===== src/adc_seq_regs.vh =====
`ifndef ADC_SEQ_REGS_VH
`define ADC_SEQ_REGS_VH
// ----------------------------------------
// register indices (byte address = 4 * index)
// ----------------------------------------
`define IDX_CTL_TWO 8'h02
`define IDX_SEQ_CTL 8'h03
`define IDX_STATUS 8'h06
`define IDX_TEST_ONE 8'h09
`define IDX_RESULT 8'h10
`define IDX_IRQ_STAT 8'h11
`define IDX_IRQ_MASK 8'h12
`define IDX_START 8'h13
// ----------------------------------------
// field positions
// ----------------------------------------
`define CTL2_TRIG_EN 2
`define CTL2_IRQ_EN 1
`define CTL2_IRQ_FLAG 0
`define CTL2_POL 3
`define CTL2_LVL 4
`define SEQ_LEN_HI 6
`define SEQ_LEN_LO 3
`define TEST_SC 0
`define STAT_SCF 7
`define STAT_BUSY 0
// ----------------------------------------
// reset values
// ----------------------------------------
`define SEQ_CTL_RST 8'h20
`define CTL_TWO_RST 8'h00
`define TEST_ONE_RST 8'h00
// ----------------------------------------
// timing
// ----------------------------------------
`define CONV_TIME_NS 2000
`define CLK_PERIOD_NS 100
`define CONV_CYCLES (`CONV_TIME_NS / `CLK_PERIOD_NS)
`endif


===== src/adc_sequence_control.v =====
// Summary of operation
// [RULE_01] irq requested only when enable set and sequence-done flag set; here also raised by any irq status bit enabled in the mask
// [RULE_02] irq flag reads complete flag when enabled, else zero; writes ignored
// [RULE_03] trigger sensitivity: 00 fall, 01 rise, 10 low, 11 high
// [RULE_04] writing sequence control aborts running sequence, starts nothing
// [RULE_05] bits 6..3 give sequence length; reset value gives four
// [RULE_06] test bit 0 enables special channel conversions
// [RULE_07] codes 100 high ref, 101 low ref, 110 midpoint, others reserved
// [RULE_08] test bits 7 and 6 read undefined; here they read zero
// [RULE_09] software writes zeros to test bits 7..1 with the enable bit
// [RULE_10] complete flag sets after last conversion result is stored
`timescale 1ns/1ps
`include "adc_seq_regs.vh"
module adc_sequence_control #(
    parameter CONV_CYCLES = `CONV_CYCLES
) (
    input wire clk,
    input wire rst,
    input wire psel,
    input wire penable,
    input wire pwrite,
    input wire [11:0] paddr,
    input wire [31:0] pwdata,
    output reg [31:0] prdata,
    output reg pready,
    output reg pslverr,
    input wire trig_pin,
    input wire [2:0] chan_code,
    input wire [9:0] conv_data,
    output reg [3:0] mux_sel,
    output reg conv_busy,
    output reg irq
);
    // ----------------------------------------
    // registers
    // ----------------------------------------
    reg [7:0] ctl_two_q;
    reg [7:0] seq_ctl_q;
    reg [7:0] test_one_q;
    reg scf_q;
    reg [9:0] result_q;
    reg [1:0] irq_stat_q;
    reg [1:0] irq_mask_q;
    reg active_q;
    reg [3:0] done_cnt_q;
    reg [15:0] tick_q;
    wire trig_fire;
    wire [3:0] sel_w;
    wire sel_reserved;
    wire [9:0] idx;
    wire wr_en;
    wire rd_en;
    wire irq_flag;
    wire [3:0] seq_len;
    wire conv_done;
    wire start_req;
    wire seq_end;
    assign idx = paddr[11:2];
    assign wr_en = psel & penable & pwrite & pready;
    assign rd_en = psel & ~penable & ~pwrite;
    assign irq_flag = ctl_two_q[`CTL2_IRQ_EN] & scf_q; // RULE_02
    assign seq_len = seq_ctl_q[`SEQ_LEN_HI:`SEQ_LEN_LO]; // RULE_05
    assign conv_done = active_q && (tick_q == CONV_CYCLES[15:0] - 16'h0001);
    // a zero length field runs eight conversions, avoiding an endless sequence
    assign seq_end = conv_done &&
        (done_cnt_q + 4'h1 == ((seq_len == 4'h0) ? 4'h8 : seq_len));
    assign start_req = (wr_en && idx == `IDX_START && pwdata[0]) ||
        (ctl_two_q[`CTL2_TRIG_EN] && trig_fire);
    trig_detect u_trig (
        .clk(clk),
        .rst(rst),
        .trig_pin(trig_pin),
        .trigger_level_select(ctl_two_q[`CTL2_LVL]),
        .trigger_polarity(ctl_two_q[`CTL2_POL]),
        .fire(trig_fire)
    );
    chan_select u_sel (
        .code(chan_code),
        .special_channel_enable(test_one_q[`TEST_SC]),
        .mux_sel(sel_w),
        .reserved(sel_reserved)
    );
    // ----------------------------------------
    // apb slave, one wait-free access phase
    // ----------------------------------------
    always @(posedge clk) begin
        if (rst) begin
            pready <= 1'b0;
            pslverr <= 1'b0;
            prdata <= 32'h00000000;
        end else begin
            pready <= psel & ~penable;
            pslverr <= 1'b0;
            if (psel & ~penable) begin
                case (idx)
                    `IDX_CTL_TWO, `IDX_SEQ_CTL, `IDX_STATUS, `IDX_TEST_ONE,
                    `IDX_RESULT, `IDX_IRQ_STAT, `IDX_IRQ_MASK, `IDX_START:
                        pslverr <= 1'b0;
                    default: pslverr <= 1'b1;
                endcase
            end
            if (rd_en) begin
                case (idx)
                    `IDX_CTL_TWO: prdata <= {24'h0, ctl_two_q[7:1], irq_flag}; // RULE_02
                    `IDX_SEQ_CTL: prdata <= {24'h0, seq_ctl_q};
                    `IDX_STATUS: prdata <= {24'h0, scf_q, 6'h00, active_q};
                    // upper test bits return zero, a legal reading of undefined
                    `IDX_TEST_ONE: prdata <= {24'h0, 2'b00, test_one_q[5:0]}; // RULE_08
                    `IDX_RESULT: prdata <= {22'h0, result_q};
                    `IDX_IRQ_STAT: prdata <= {30'h0, irq_stat_q};
                    `IDX_IRQ_MASK: prdata <= {30'h0, irq_mask_q};
                    default: prdata <= 32'h00000000;
                endcase
            end
        end
    end
    // ----------------------------------------
    // control registers
    // ----------------------------------------
    always @(posedge clk) begin
        if (rst) begin
            ctl_two_q <= `CTL_TWO_RST;
            seq_ctl_q <= `SEQ_CTL_RST; // RULE_05
            test_one_q <= `TEST_ONE_RST;
            irq_mask_q <= 2'b00;
        end else if (wr_en) begin
            case (idx)
                // flag bit is not stored; writes to it are dropped
                `IDX_CTL_TWO: ctl_two_q <= {pwdata[7:1], 1'b0}; // RULE_02
                `IDX_SEQ_CTL: seq_ctl_q <= pwdata[7:0];
                // upper bits stored as written; software keeps them zero
                `IDX_TEST_ONE: test_one_q <= pwdata[7:0]; // RULE_09
                `IDX_IRQ_MASK: irq_mask_q <= pwdata[1:0];
                default: ctl_two_q <= ctl_two_q;
            endcase
        end
    end
    // ----------------------------------------
    // sequence engine
    // ----------------------------------------
    always @(posedge clk) begin
        if (rst) begin
            active_q <= 1'b0;
            done_cnt_q <= 4'h0;
            tick_q <= 16'h0000;
            scf_q <= 1'b0;
            result_q <= 10'h000;
        end else begin
            if (wr_en && idx == `IDX_SEQ_CTL) begin
                active_q <= 1'b0; // RULE_04
                done_cnt_q <= 4'h0;
                tick_q <= 16'h0000;
            end else if (start_req && !active_q) begin
                active_q <= 1'b1;
                done_cnt_q <= 4'h0;
                tick_q <= 16'h0000;
                scf_q <= 1'b0;
            end else if (active_q) begin
                if (conv_done) begin
                    tick_q <= 16'h0000;
                    result_q <= sel_reserved ? 10'h000 : conv_data;
                    done_cnt_q <= done_cnt_q + 4'h1;
                    if (seq_end) begin
                        active_q <= 1'b0;
                        scf_q <= 1'b1; // RULE_10
                    end
                end else begin
                    tick_q <= tick_q + 16'h0001;
                end
            end
        end
    end
    // ----------------------------------------
    // interrupt status: bit0 sequence done, bit1 abort
    // ----------------------------------------
    always @(posedge clk) begin
        if (rst) begin
            irq_stat_q <= 2'b00;
        end else begin
            irq_stat_q[0] <= (active_q & seq_end) |
                (irq_stat_q[0] & ~(wr_en && idx == `IDX_IRQ_STAT && pwdata[0]));
            irq_stat_q[1] <= (active_q & wr_en & (idx == `IDX_SEQ_CTL)) |
                (irq_stat_q[1] & ~(wr_en && idx == `IDX_IRQ_STAT && pwdata[1]));
        end
    end
    always @(posedge clk) begin
        if (rst) begin
            irq <= 1'b0;
            mux_sel <= 4'h0;
            conv_busy <= 1'b0;
        end else begin
            irq <= irq_flag | (|(irq_stat_q & irq_mask_q)); // RULE_01
            mux_sel <= sel_w;
            conv_busy <= active_q;
        end
    end
endmodule


===== src/chan_select.v =====
`timescale 1ns/1ps
module chan_select (
    input wire [2:0] code,
    input wire special_channel_enable,
    output reg [3:0] mux_sel,
    output reg reserved
);
    // mux_sel: 0..7 analog pins, 8 ref_high, 9 ref_low, 10 midpoint
    always @* begin
        reserved = 1'b0;
        mux_sel = {1'b0, code};
        if (special_channel_enable) begin // RULE_06
            case (code) // RULE_07
                3'b100: mux_sel = 4'h8;
                3'b101: mux_sel = 4'h9;
                3'b110: mux_sel = 4'hA;
                default: begin
                    mux_sel = 4'hF;
                    reserved = 1'b1;
                end
            endcase
        end
    end
endmodule


===== src/trig_detect.v =====
`timescale 1ns/1ps
module trig_detect (
    input wire clk,
    input wire rst,
    input wire trig_pin,
    input wire trigger_level_select,
    input wire trigger_polarity,
    output reg fire
);
    reg s1_q;
    reg s2_q;
    reg prev_q;
    always @(posedge clk) begin
        if (rst) begin
            s1_q <= 1'b0;
            s2_q <= 1'b0;
            prev_q <= 1'b0;
        end else begin
            s1_q <= trig_pin;
            s2_q <= s1_q;
            prev_q <= s2_q;
        end
    end
    always @* begin
        case ({trigger_level_select, trigger_polarity}) // RULE_03
            2'b00: fire = prev_q & ~s2_q;
            2'b01: fire = ~prev_q & s2_q;
            2'b10: fire = ~s2_q;
            default: fire = s2_q;
        endcase
    end
endmodule


===== config.mk =====
export PLATFORM = sky130hd
export DESIGN_NAME = adc_sequence_control
export DESIGN_NICKNAME = d
export VERILOG_FILES = /design/src/adc_sequence_control.v /design/src/chan_select.v /design/src/trig_detect.v
export VERILOG_INCLUDE_DIRS = /design/src /design/src/src
export SDC_FILE = /design/constraint.sdc
export NUM_CORES = 1
export LEC_CHECK = 0
export ABC_AREA = 1
export BUFFER_PORTS_ARGS = -buffer_cell sky130_fd_sc_hd__buf_2
export CORE_UTILIZATION = 48
export CTS_CLUSTER_SIZE = 8
export DETAILED_ROUTE_END_ITERATION = 10
export GPL_ROUTABILITY_DRIVEN = 0
export GPL_TIMING_DRIVEN = 1
export PLACE_DENSITY_LB_ADDON = 0.25
export SYNTH_ARGS = -nofsm -noshare
export SYNTH_HDL_FRONTEND = slang
export SYNTH_HIERARCHICAL = 1
export SYNTH_SLANG_ARGS = --single-unit

===== constraint.sdc =====
create_clock -name clk -period 1.3 [get_ports clk]
set_input_delay 0.065 -clock clk [delete_from_list [all_inputs] [get_ports clk]]
set_output_delay 0.065 -clock clk [all_outputs]
set_load 0.05 [all_outputs]

After elaboration in Yosys (flattened, before gate mapping) --
Memory sizes are Yosys's and may differ from the RTL's. Cells that the tools add are included.
Storage, ports and cells: register bits after elaboration 100, ROM bits 32, bits of input ports 63, output and inout port bits 40, word-level logic and storage cells 114, memories kept 1
Memory list:
- (no name shown) | words 32, width 1, read ports 1, clocked after Yosys merged registers in 0, write ports 0, RTL line adc_sequence_control.v:95 | case (idx)
Cells by class: $add $sub $neg 2, equal/unequal tests 15, multiplexer cells 18, bitwise gates (word level) 27, reductions and logical operators 31
Operator list (count):
- 10-bit case mux with 7 select lines | 1
- 10-bit by 5-bit equality test with 1-bit output, second input constant | 4
- 10-bit by 2-bit equality test with 1-bit output, second input constant | 2
- 16-bit by 1-bit adder with 16-bit output, second input constant | 1
- 16-bit by 5-bit equality test with 1-bit output, second input constant | 1
- 16-bit two-way mux | 1
- 1-bit AND | 13
- 1-bit two-way mux | 11
- 10-bit by 3-bit equality test with 1-bit output, second input constant | 1
- 10-bit by 4-bit equality test with 1-bit output, second input constant | 1
- 1-bit logical AND | 10
- 10-bit two-way mux | 1
- 1-bit NOT | 10
- 2-bit AND reduction | 5
- 3-bit equality test, second input constant | 3
- 3-bit case mux with 3 select lines | 1
- 4-bit AND reduction | 2
- 2-bit OR reduction | 4
- 2-bit nonzero test | 3
- 3-bit OR reduction | 2
- 5-bit logical NOT | 1
- 4-bit by 1-bit adder with 4-bit output, second input constant | 1
- 4-bit equality test | 1
- 4-bit logical NOT | 1
- 10 further kinds | 12

Logic depth before layout (Yosys ltp) --
Gate-level depths: netlist of run 1.
depth after elaboration 9, gate-level depth with buffers 12, gate-level depth less buffers 12

By module --
Netlist of run 1, hierarchy kept.
Modules (own cells, without submodules):
- adc_sequence_control | times used 1, cells each 539, area each 3784.9 um^2, seq. area each 1501.4 um^2
- trig_detect | times used 1, cells each 19, area each 120.1 um^2, seq. area each 60.1 um^2
- chan_select | times used 1, cells each 12, area each 53.8 um^2, seq. area each 0.0 um^2

Worst setup path before layout of run 1 --
Ideal clock, no wire load.
path kind flip-flop to flip-flop, start point reg pready, end point reg tick_q[8], setup time 115 ps, arrival 1613 ps, required time 1185 ps, setup slack -428 ps, stages on the path, launching flop included 11, buffers on the path 1, clock period less this slack 1728 ps, cell sequence dfxtp_1 -> nand2_1 -> nor2_4 -> nand2_1 -> nor2_1 -> nand2_1 -> nand2_1 -> nand2_2 -> nand3_4 -> buf_6 -> nor2_1
On the way: word-level cells in the longest chain between the ends 6, elaborated cells on any way between the ends 7, classes of those cells 1 x bitwise; 6 x reduce/logical
Ends and longest elaborated chain:
- start, declared | RTL line adc_sequence_control.v:25 | output reg pready,
- start signal, assigned | RTL line adc_sequence_control.v:92 | pready <= psel & ~penable;
- 1-bit AND (*) | RTL line adc_sequence_control.v:59 | assign wr_en = psel & penable & pwrite & pready;
- 1-bit logical AND (no line)
- 1-bit logical AND | RTL line adc_sequence_control.v:67 | assign start_req = (wr_en && idx == `IDX_START && pwdata[0]) ||
- 1-bit logical OR | RTL line adc_sequence_control.v:67
- 1-bit logical AND | RTL line adc_sequence_control.v:153 | end else if (start_req && !active_q) begin
- 3-bit OR reduction (no line) (*)
- end signal, assigned | RTL line adc_sequence_control.v:168 | tick_q <= tick_q + 16'h0001;
- end, declared | RTL line adc_sequence_control.v:46 | reg [15:0] tick_q;
Mark *: on every way between the ends. The rest lies on a longest branch, timed or not. A chain may end at the register's enable or synchronous reset.

Worst setup path in the final report of run 1 --
start point reg tick_q[1], end point reg result_q[2]
On the way: word-level cells in the longest chain between the ends 3
Ends and longest elaborated chain:
- 16-bit by 5-bit equality test with 1-bit output | RTL line adc_sequence_control.v:63 | assign conv_done = active_q && (tick_q == CONV_CYCLES[15:0] - 16'h0001);
- 1-bit logical AND | RTL line adc_sequence_control.v:63
- 4-bit AND reduction (no line)
- end signal, assigned | RTL line adc_sequence_control.v:161 | result_q <= sel_reserved ? 10'h000 : conv_data;
- end, declared | RTL line adc_sequence_control.v:41 | reg [9:0] result_q;
No other way between the ends.

==> summary.txt, run 1 <==
CP max FO - 7
Total gr overflow - 0
CP Launch Type - register
First-pass GRT wire length - 17800 µm
Clk slew on worst S/H paths - 90 ps
Die width - 92.8 µm
Synth async-reset ratio - 0
Largest area contributor in the netlist - dfxtp_1
Max_cap viols - 0
Number of global-route vias before repair - 3952
Register area - 0.00158 mm²
Num Clock Sinks - 78
FILL cells - 623
Pre-CTS setup slack - -215 ps
Pin count of the biggest net entering global routing - 29
Via count - 4198
Starting DRT DRC Count - 171
Clk buf depth - 2
Top_reg_cell synth - dfxtp_1
Design area - 0.00559 mm²
Total I/O pin count - 103
Fin crit share - 1.11
DIE AREA - 0.00861 mm²
Failing checks - setup timing
DRC Markers - 0
Placed inst area - 0.00471 mm²
Final hold violations - 0
Final min period - 1450 ps
Worst EP arrival - 1690 ps
GRT Overall Usage - 0.261
Post-synth top area share - 0.394
Clock latency on the worst-skew pair - 360 ps
FF+latch count, synth - 78
Initial Util - 0.504
Slowest CP cell - dfxtp_4
Number of CTS-inserted buffers - 9
Port Buffers - 54
CTS root buf - clkbuf_8
Pins Over Slew Limit - 0
Share of cells above drive strength 1 - 0.326
VDD IR-drop max - 0.543 mV
Synthesis-to-layout area growth - 41.2%
Synth cell types - 35
Post-Syn Instances - 570
Avg Cell Area, Syn - 6.95 µm²
Vias per cell - 5.14
Status - finished with violations
Most common cell on crit path - nand2_4
Worst min path class - in -> reg
Routed Wire Length - 11800 µm
Antenna Cells - 0
Worst Path Required - 1540 ps
Number of enable flip-flop cells after synthesis - 0
Final #Nets - 775
Leak Pwr - 2.38 nW
Critical path's largest stage delay - 380 ps
RSZ-0062 raised after global routing - true
Routed WL per cell - 14.4 µm
Worst Setup Path Type - reg -> reg
Reg2reg path depth - 9
CTS tree - yes
Crit end category - register
Worst hold stages - 3
Pwr dens - 852 mW/mm²
Critical-path cell list - ha_4 -> nand3_4 -> nor2_4 -> nand2_4 -> inv_4 -> nand2_8 -> buf_12 -> nand2_4 -> a21oi_2
Final WS setup - -145 ps
Register area share after synthesis - 0.394
H-tree Lvls - 3
Core region area - 0.00785 mm²
HPWL after detailed placement - 7570 µm
Mapped Area - 0.00396 mm²
Number of antenna violations at the first check in global routing - 0
Final Skew - 14.3 ps
Synth warnings - 6
FMAX - 692 MHz
Top cells by area, synth - dfxtp_1, nand2_1, nand3_1, nor2_1, a21oi_1
Antenna Nets Post-Route - 0
First-pass DRT Iterations - 4
Area of the multi-input gates - 0.00234 mm²
Num rows - 32
Final setup viols - 42
DIE HEIGHT - 92.8 µm
final cells by class:
class	count	share of cell area
well taps	102	0.0228
repair buffers	143	0.188
clock buffers	10	0.0266
multi-input cells	411	0.419
flip-flops and latches	78	0.282
repair inverters	2	0.00358
clock inverters	6	0.00918
inverters	65	0.0484
state kept, by name, summed over array words and instances (netlist names), 2 cells and up:
signal and count:
tick_q 16, prdata 10, result_q 10, seq_ctl_q 8
ctl_two_q 7, test_one_q 6, done_cnt_q 4, mux_sel 4
irq_mask_q 2, irq_stat_q 2
layer usage:
metal | up-vias | GRT usage | part of all wire
li1 | 2088 | - | -
met1 | 1937 | 0.297 | 0.41
met2 | 135 | 0.468 | 0.51
met3 | 38 | 0.0525 | 0.046
met4 | 0 | 0.117 | 0.032
met5 | - | 0 | 0
Yosys cell counts (3+ instances only):
| cell | n |
|---|---|
| nand2_2 | 4 |
| nor2_4 | 7 |
| nand4_1 | 13 |
| nand3_1 | 54 |
| buf_4 | 24 |
| nand2_1 | 119 |
| nor2_1 | 70 |
| o211ai_1 | 3 |
| a21oi_1 | 48 |
| clkbuf_1 | 8 |
| nor3_1 | 3 |
| xnor2_1 | 3 |
| buf_6 | 3 |
| nor4_1 | 3 |
| o21ai_0 | 36 |
| dfxtp_1 | 78 |
| inv_1 | 61 |
| xor2_1 | 9 |
cell usage in the layout (no fill, tap or decap), drive strengths merged:
cell type / Yosys / final
a31o: 1 / 1
o21ai: 38 / 38
a21boi: 1 / 1
dfxtp: 78 / 78
a21oi: 48 / 48
nand3: 57 / 58
o22ai: 2 / 2
clkinvlp: 0 / 4
xor2: 9 / 9
nor2: 78 / 78
ha: 2 / 2
and3: 1 / 1
nor3: 4 / 4
conb: 1 / 22
nand4: 13 / 13
clkbuf: 8 / 10
inv: 63 / 68
xnor2: 3 / 3
clkinv: 2 / 1
buf: 30 / 124
or2: 2 / 2
o211ai: 3 / 3
nor4: 3 / 3
dlygate4sd3: 0 / 19
nand2: 123 / 123
power by group:
part | switching [mW] | internal [mW] | leakage [nW]
Combinational | 0.372 | 0.147 | 1.65
Sequential | 0.00676 | 2.40 | 0.635
Clock | 1.00 | 0.836 | 0.0926
Total | 1.38 | 3.38 | 2.38
worst max-delay path, delay by kind of cell (launching register included):
| kind | cells | cell delay, ps |
|---|---|---|
| AND/OR/NAND/NOR | 5 | 460 |
| adder cells (fa/ha/maj) | 1 | 170 |
| flip-flops | 1 | 380 |
| buffers and inverters | 2 | 270 |
| AO/OA/AOI/OAI | 1 | 50 |
path summary, 6_finish.rpt:
path	startpoint	to	slack, ps
worst max register to register	tick_q[1]	result_q[2]	-150
worst min-delay path	pwdata[6]	seq_ctl_q[6]	30
worst min register to register	u_trig/s1_q	u_trig/s2_q	410
worst max-delay path	tick_q[1]	result_q[2]	-150
stage by stage:
step	total power, mW	instances	util	setup TNS [ps]	hold WS [ps]
floorplan	2.81	591	-	-1970	136
global placement	2.90	774	0.600	-3430	271
detailed placement	2.90	774	0.600	-4930	274
CTS	4.76	812	0.674	-3310	6.03
global route	4.93	817	0.712	-7140	28.7
finish	4.76	817	0.712	-3850	30.0
cell families after synthesis:
| kind of cell | count (synthesis) | share of synthesized area |
|---|---|---|
| and+or+nand+nor | 281 | 0.323 |
| buffers and inverters | 103 | 0.127 |
| AOI/OAI and AO/OA | 93 | 0.122 |
| DFF | 78 | 0.394 |
| xor gates and xnor gates | 12 | 0.0266 |
| adders and majority gates | 2 | 0.00632 |
| other | 1 | 0.000947 |
timing repair:
| action | in CTS | in global routing |
|---|---|---|
| pin swaps | 22 | 25 |
| hold endpoints to repair | 18 | 0 |
| resized for setup | 53 | 68 |
| gates cloned | 1 | 2 |
| setup buffers | 2 | 4 |
| endpoints found under the setup margin | 45 | 47 |
| hold buffers | 19 | 0 |
No activity file was read; power rests on OpenSTA's default activity.
==> run 2, diff against run 1 <==
- GPL_TIMING_DRIVEN: 1 -> unset
- PLACE_DENSITY: unset -> 0.76
- PLACE_DENSITY_LB_ADDON: 0.25 -> unset
==> summary.txt, run 2 (synthesis gave the netlist of run 1 again) <==
Failing checks - setup timing
Biggest register - tick_q
Vias per cell - 5.24 (+1.9%)
RSZ-0062 raised after global routing - true
CTS root buf - clkbuf_8
Max_cap viols - 0 (unchanged)
Total gr overflow - 0 (unchanged)
Number of antenna violations at the first check in global routing - 0 (unchanged)
Total I/O pin count - 103 (unchanged)
Reg-to-reg critical path endpoint - scf_q
FILL cells - 580 (-6.9%)
Max FFs per register - 16 (unchanged)
DRC Markers - 0 (unchanged)
Final #Nets - 788 (+1.7%)
Worst Setup Path Type - reg -> reg
Core region area - 0.00785 mm² (unchanged)
Post-Route Setup TNS - -2250 ps (+1590 ps)
H-tree Lvls - 3 (unchanged)
Final setup viols - 41 (-2.4%)
R2R Path Start - done_cnt_q[0]
Final min period - 1450 ps (+1.93 ps)
Pins Over Slew Limit - 0 (unchanged)
Top flop regs - tick_q x16, prdata x10, result_q x10
Num Clock Sinks - 78 (unchanged)
Most frequent cells in the layout - nand2_1, buf_4, dfxtp_1
FMAX - 691 MHz (-0.13%)
Core Util, Final - 0.728 (+0.0155)
Final WS setup - -147 ps (-1.93 ps)
Worst min path class - in -> reg
Final Skew - 15.7 ps (+1.37 ps)
CP max FO - 2 (-5)
Most common cell after layout, fill and taps aside - nand2_1
Initial Util - 0.504 (unchanged)
GRT Overall Usage - 0.281 (+0.0195)
Pwr dens - 845 mW/mm² (-0.79%)
Clock latency on the worst-skew pair - 370 ps (about the same)
Worst Path Required - 1610 ps (+70 ps)
Num rows - 32 (unchanged)
Synthesis-to-layout area growth - 44.2%
Pin count of the biggest net entering global routing - 23 (-21%)
Antenna Cells - 0 (unchanged)
R2R setup slack - -150 ps (about the same)
VDD IR-drop max - 0.692 mV (+27%)
Starting DRT DRC Count - 233 (+36%)
Port Buffers - 54 (unchanged)
Worst hold stages - 3 (unchanged)
Total Power - 4.83 mW (+1.4%)
Final hold violations - 0 (unchanged)
Via count - 4347 (+3.5%)
HPWL after detailed placement - 7530 µm (-0.47%)
Status - finished with violations
Hold_sp - pwdata[1]
Share of cells above drive strength 1 - 0.350 (+0.0244)
Worst Hold End - seq_ctl_q[1]
Routed WL per cell - 15.0 µm (+4.2%)
First-pass DRT Iterations - 5 (+1)
CP Launch Type - register
DIE AREA - 0.00861 mm² (unchanged)
Crit end category - register
Clk slew on worst S/H paths - 80 ps (about the same)
Number of global-route vias before repair - 4176 (+5.7%)
Antenna Nets Post-Route - 0 (unchanged)
Hold WS - 19.0 ps (-11.0 ps)
Worst EP arrival - 1750 ps (+60 ps)
First-pass GRT wire length - 18900 µm (+6.5%)
CTS tree - yes
Die width - 92.8 µm (unchanged)
Clk buf depth - 2 (unchanged)
Routed Wire Length - 12400 µm (+5.8%)
Number of CTS-inserted buffers - 9 (unchanged)
Fin crit share - 1.11 (+0.00149)
Leak Pwr - 2.49 nW (+5.0%)
Reg2reg path depth - 9 (unchanged)
DIE HEIGHT - 92.8 µm (unchanged)
run 2: cell count changes in the layout (fill, tap and decap cells not counted), sizes merged:
cell / change
buf: +9
bufinv: +1
clkinv: +3
clkinvlp: -3
dlygate4sd3: +1
dlymetal6s4s: +1
inv: -1
nand3: +2
run 2: repair_timing:
item                                   in CTS  in global routing
hold buffers                               21                  0
endpoints found under the hold margin      21                  0
pin swaps                                  29                 20
cloned                                      3                  2
setup endpoints to repair                  39                 53
resized for setup                          50                 76
buffers inserted                            6                  5
run 2: critical path, cell delays in order, from the launching register on:
cell     delay (ps)
dfxtp_2         340
ha_4            240
xor2_1          160
nor2_1          120
nand2_1          70
nor2_1          100
nand2_1          90
nand2_1          80
nand2_1          50
a21oi_1         120
run 2: final cells by class:
type,instances,area (µm²),area share
Multi-Input combinational cell,413,2380,0.416
Sequential cell,78,1590,0.278
Timing Repair Buffer,155,1160,0.203
Inverter,65,262,0.0458
Tap cell,102,128,0.0223
Clock buffer,9,124,0.0217
Clock inverter,7,70.1,0.0123
Timing Repair inverter,1,6.26,0.00110
run 2: per-layer routing:
layer  share of wire  global-route usage
met1            0.40               0.310
met2            0.53               0.516
met3           0.049              0.0575
met4           0.028               0.119
met5               0                   0
run 2: worst max-delay path by stage:
stage | from | to | slack, ps | cells after the start
final | done_cnt_q[0] | scf_q | -150 | 9
after global routing | done_cnt_q[0] | scf_q | -280 | 9
after CTS | tick_q[0] | tick_q[11] | -90 | 8
after detailed placement | tick_q[1] | tick_q[15] | -180 | 7
after global placement | pready | tick_q[6] | -110 | 9
after floorplan | pready | tick_q[8] | -160 | 10
run 2: where the power goes:
group / internal [mW] / total, mW / switching, mW
sequential: 2.40 / 2.40 / 0.00688
clock: 0.890 / 1.88 / 0.987
combinational: 0.169 / 0.548 / 0.379
total: 3.45 / 4.83 / 1.37
run 2: metrics by stage:
stage               area [µm²]  worst slack, ps  std cells
finish                    5710             -147        830
global route              5710             -285        830
CTS                       5400            -93.8        823
detailed placement        4750             -183        778
global placement          4750             -106        778
floorplan                 4070             -162        591
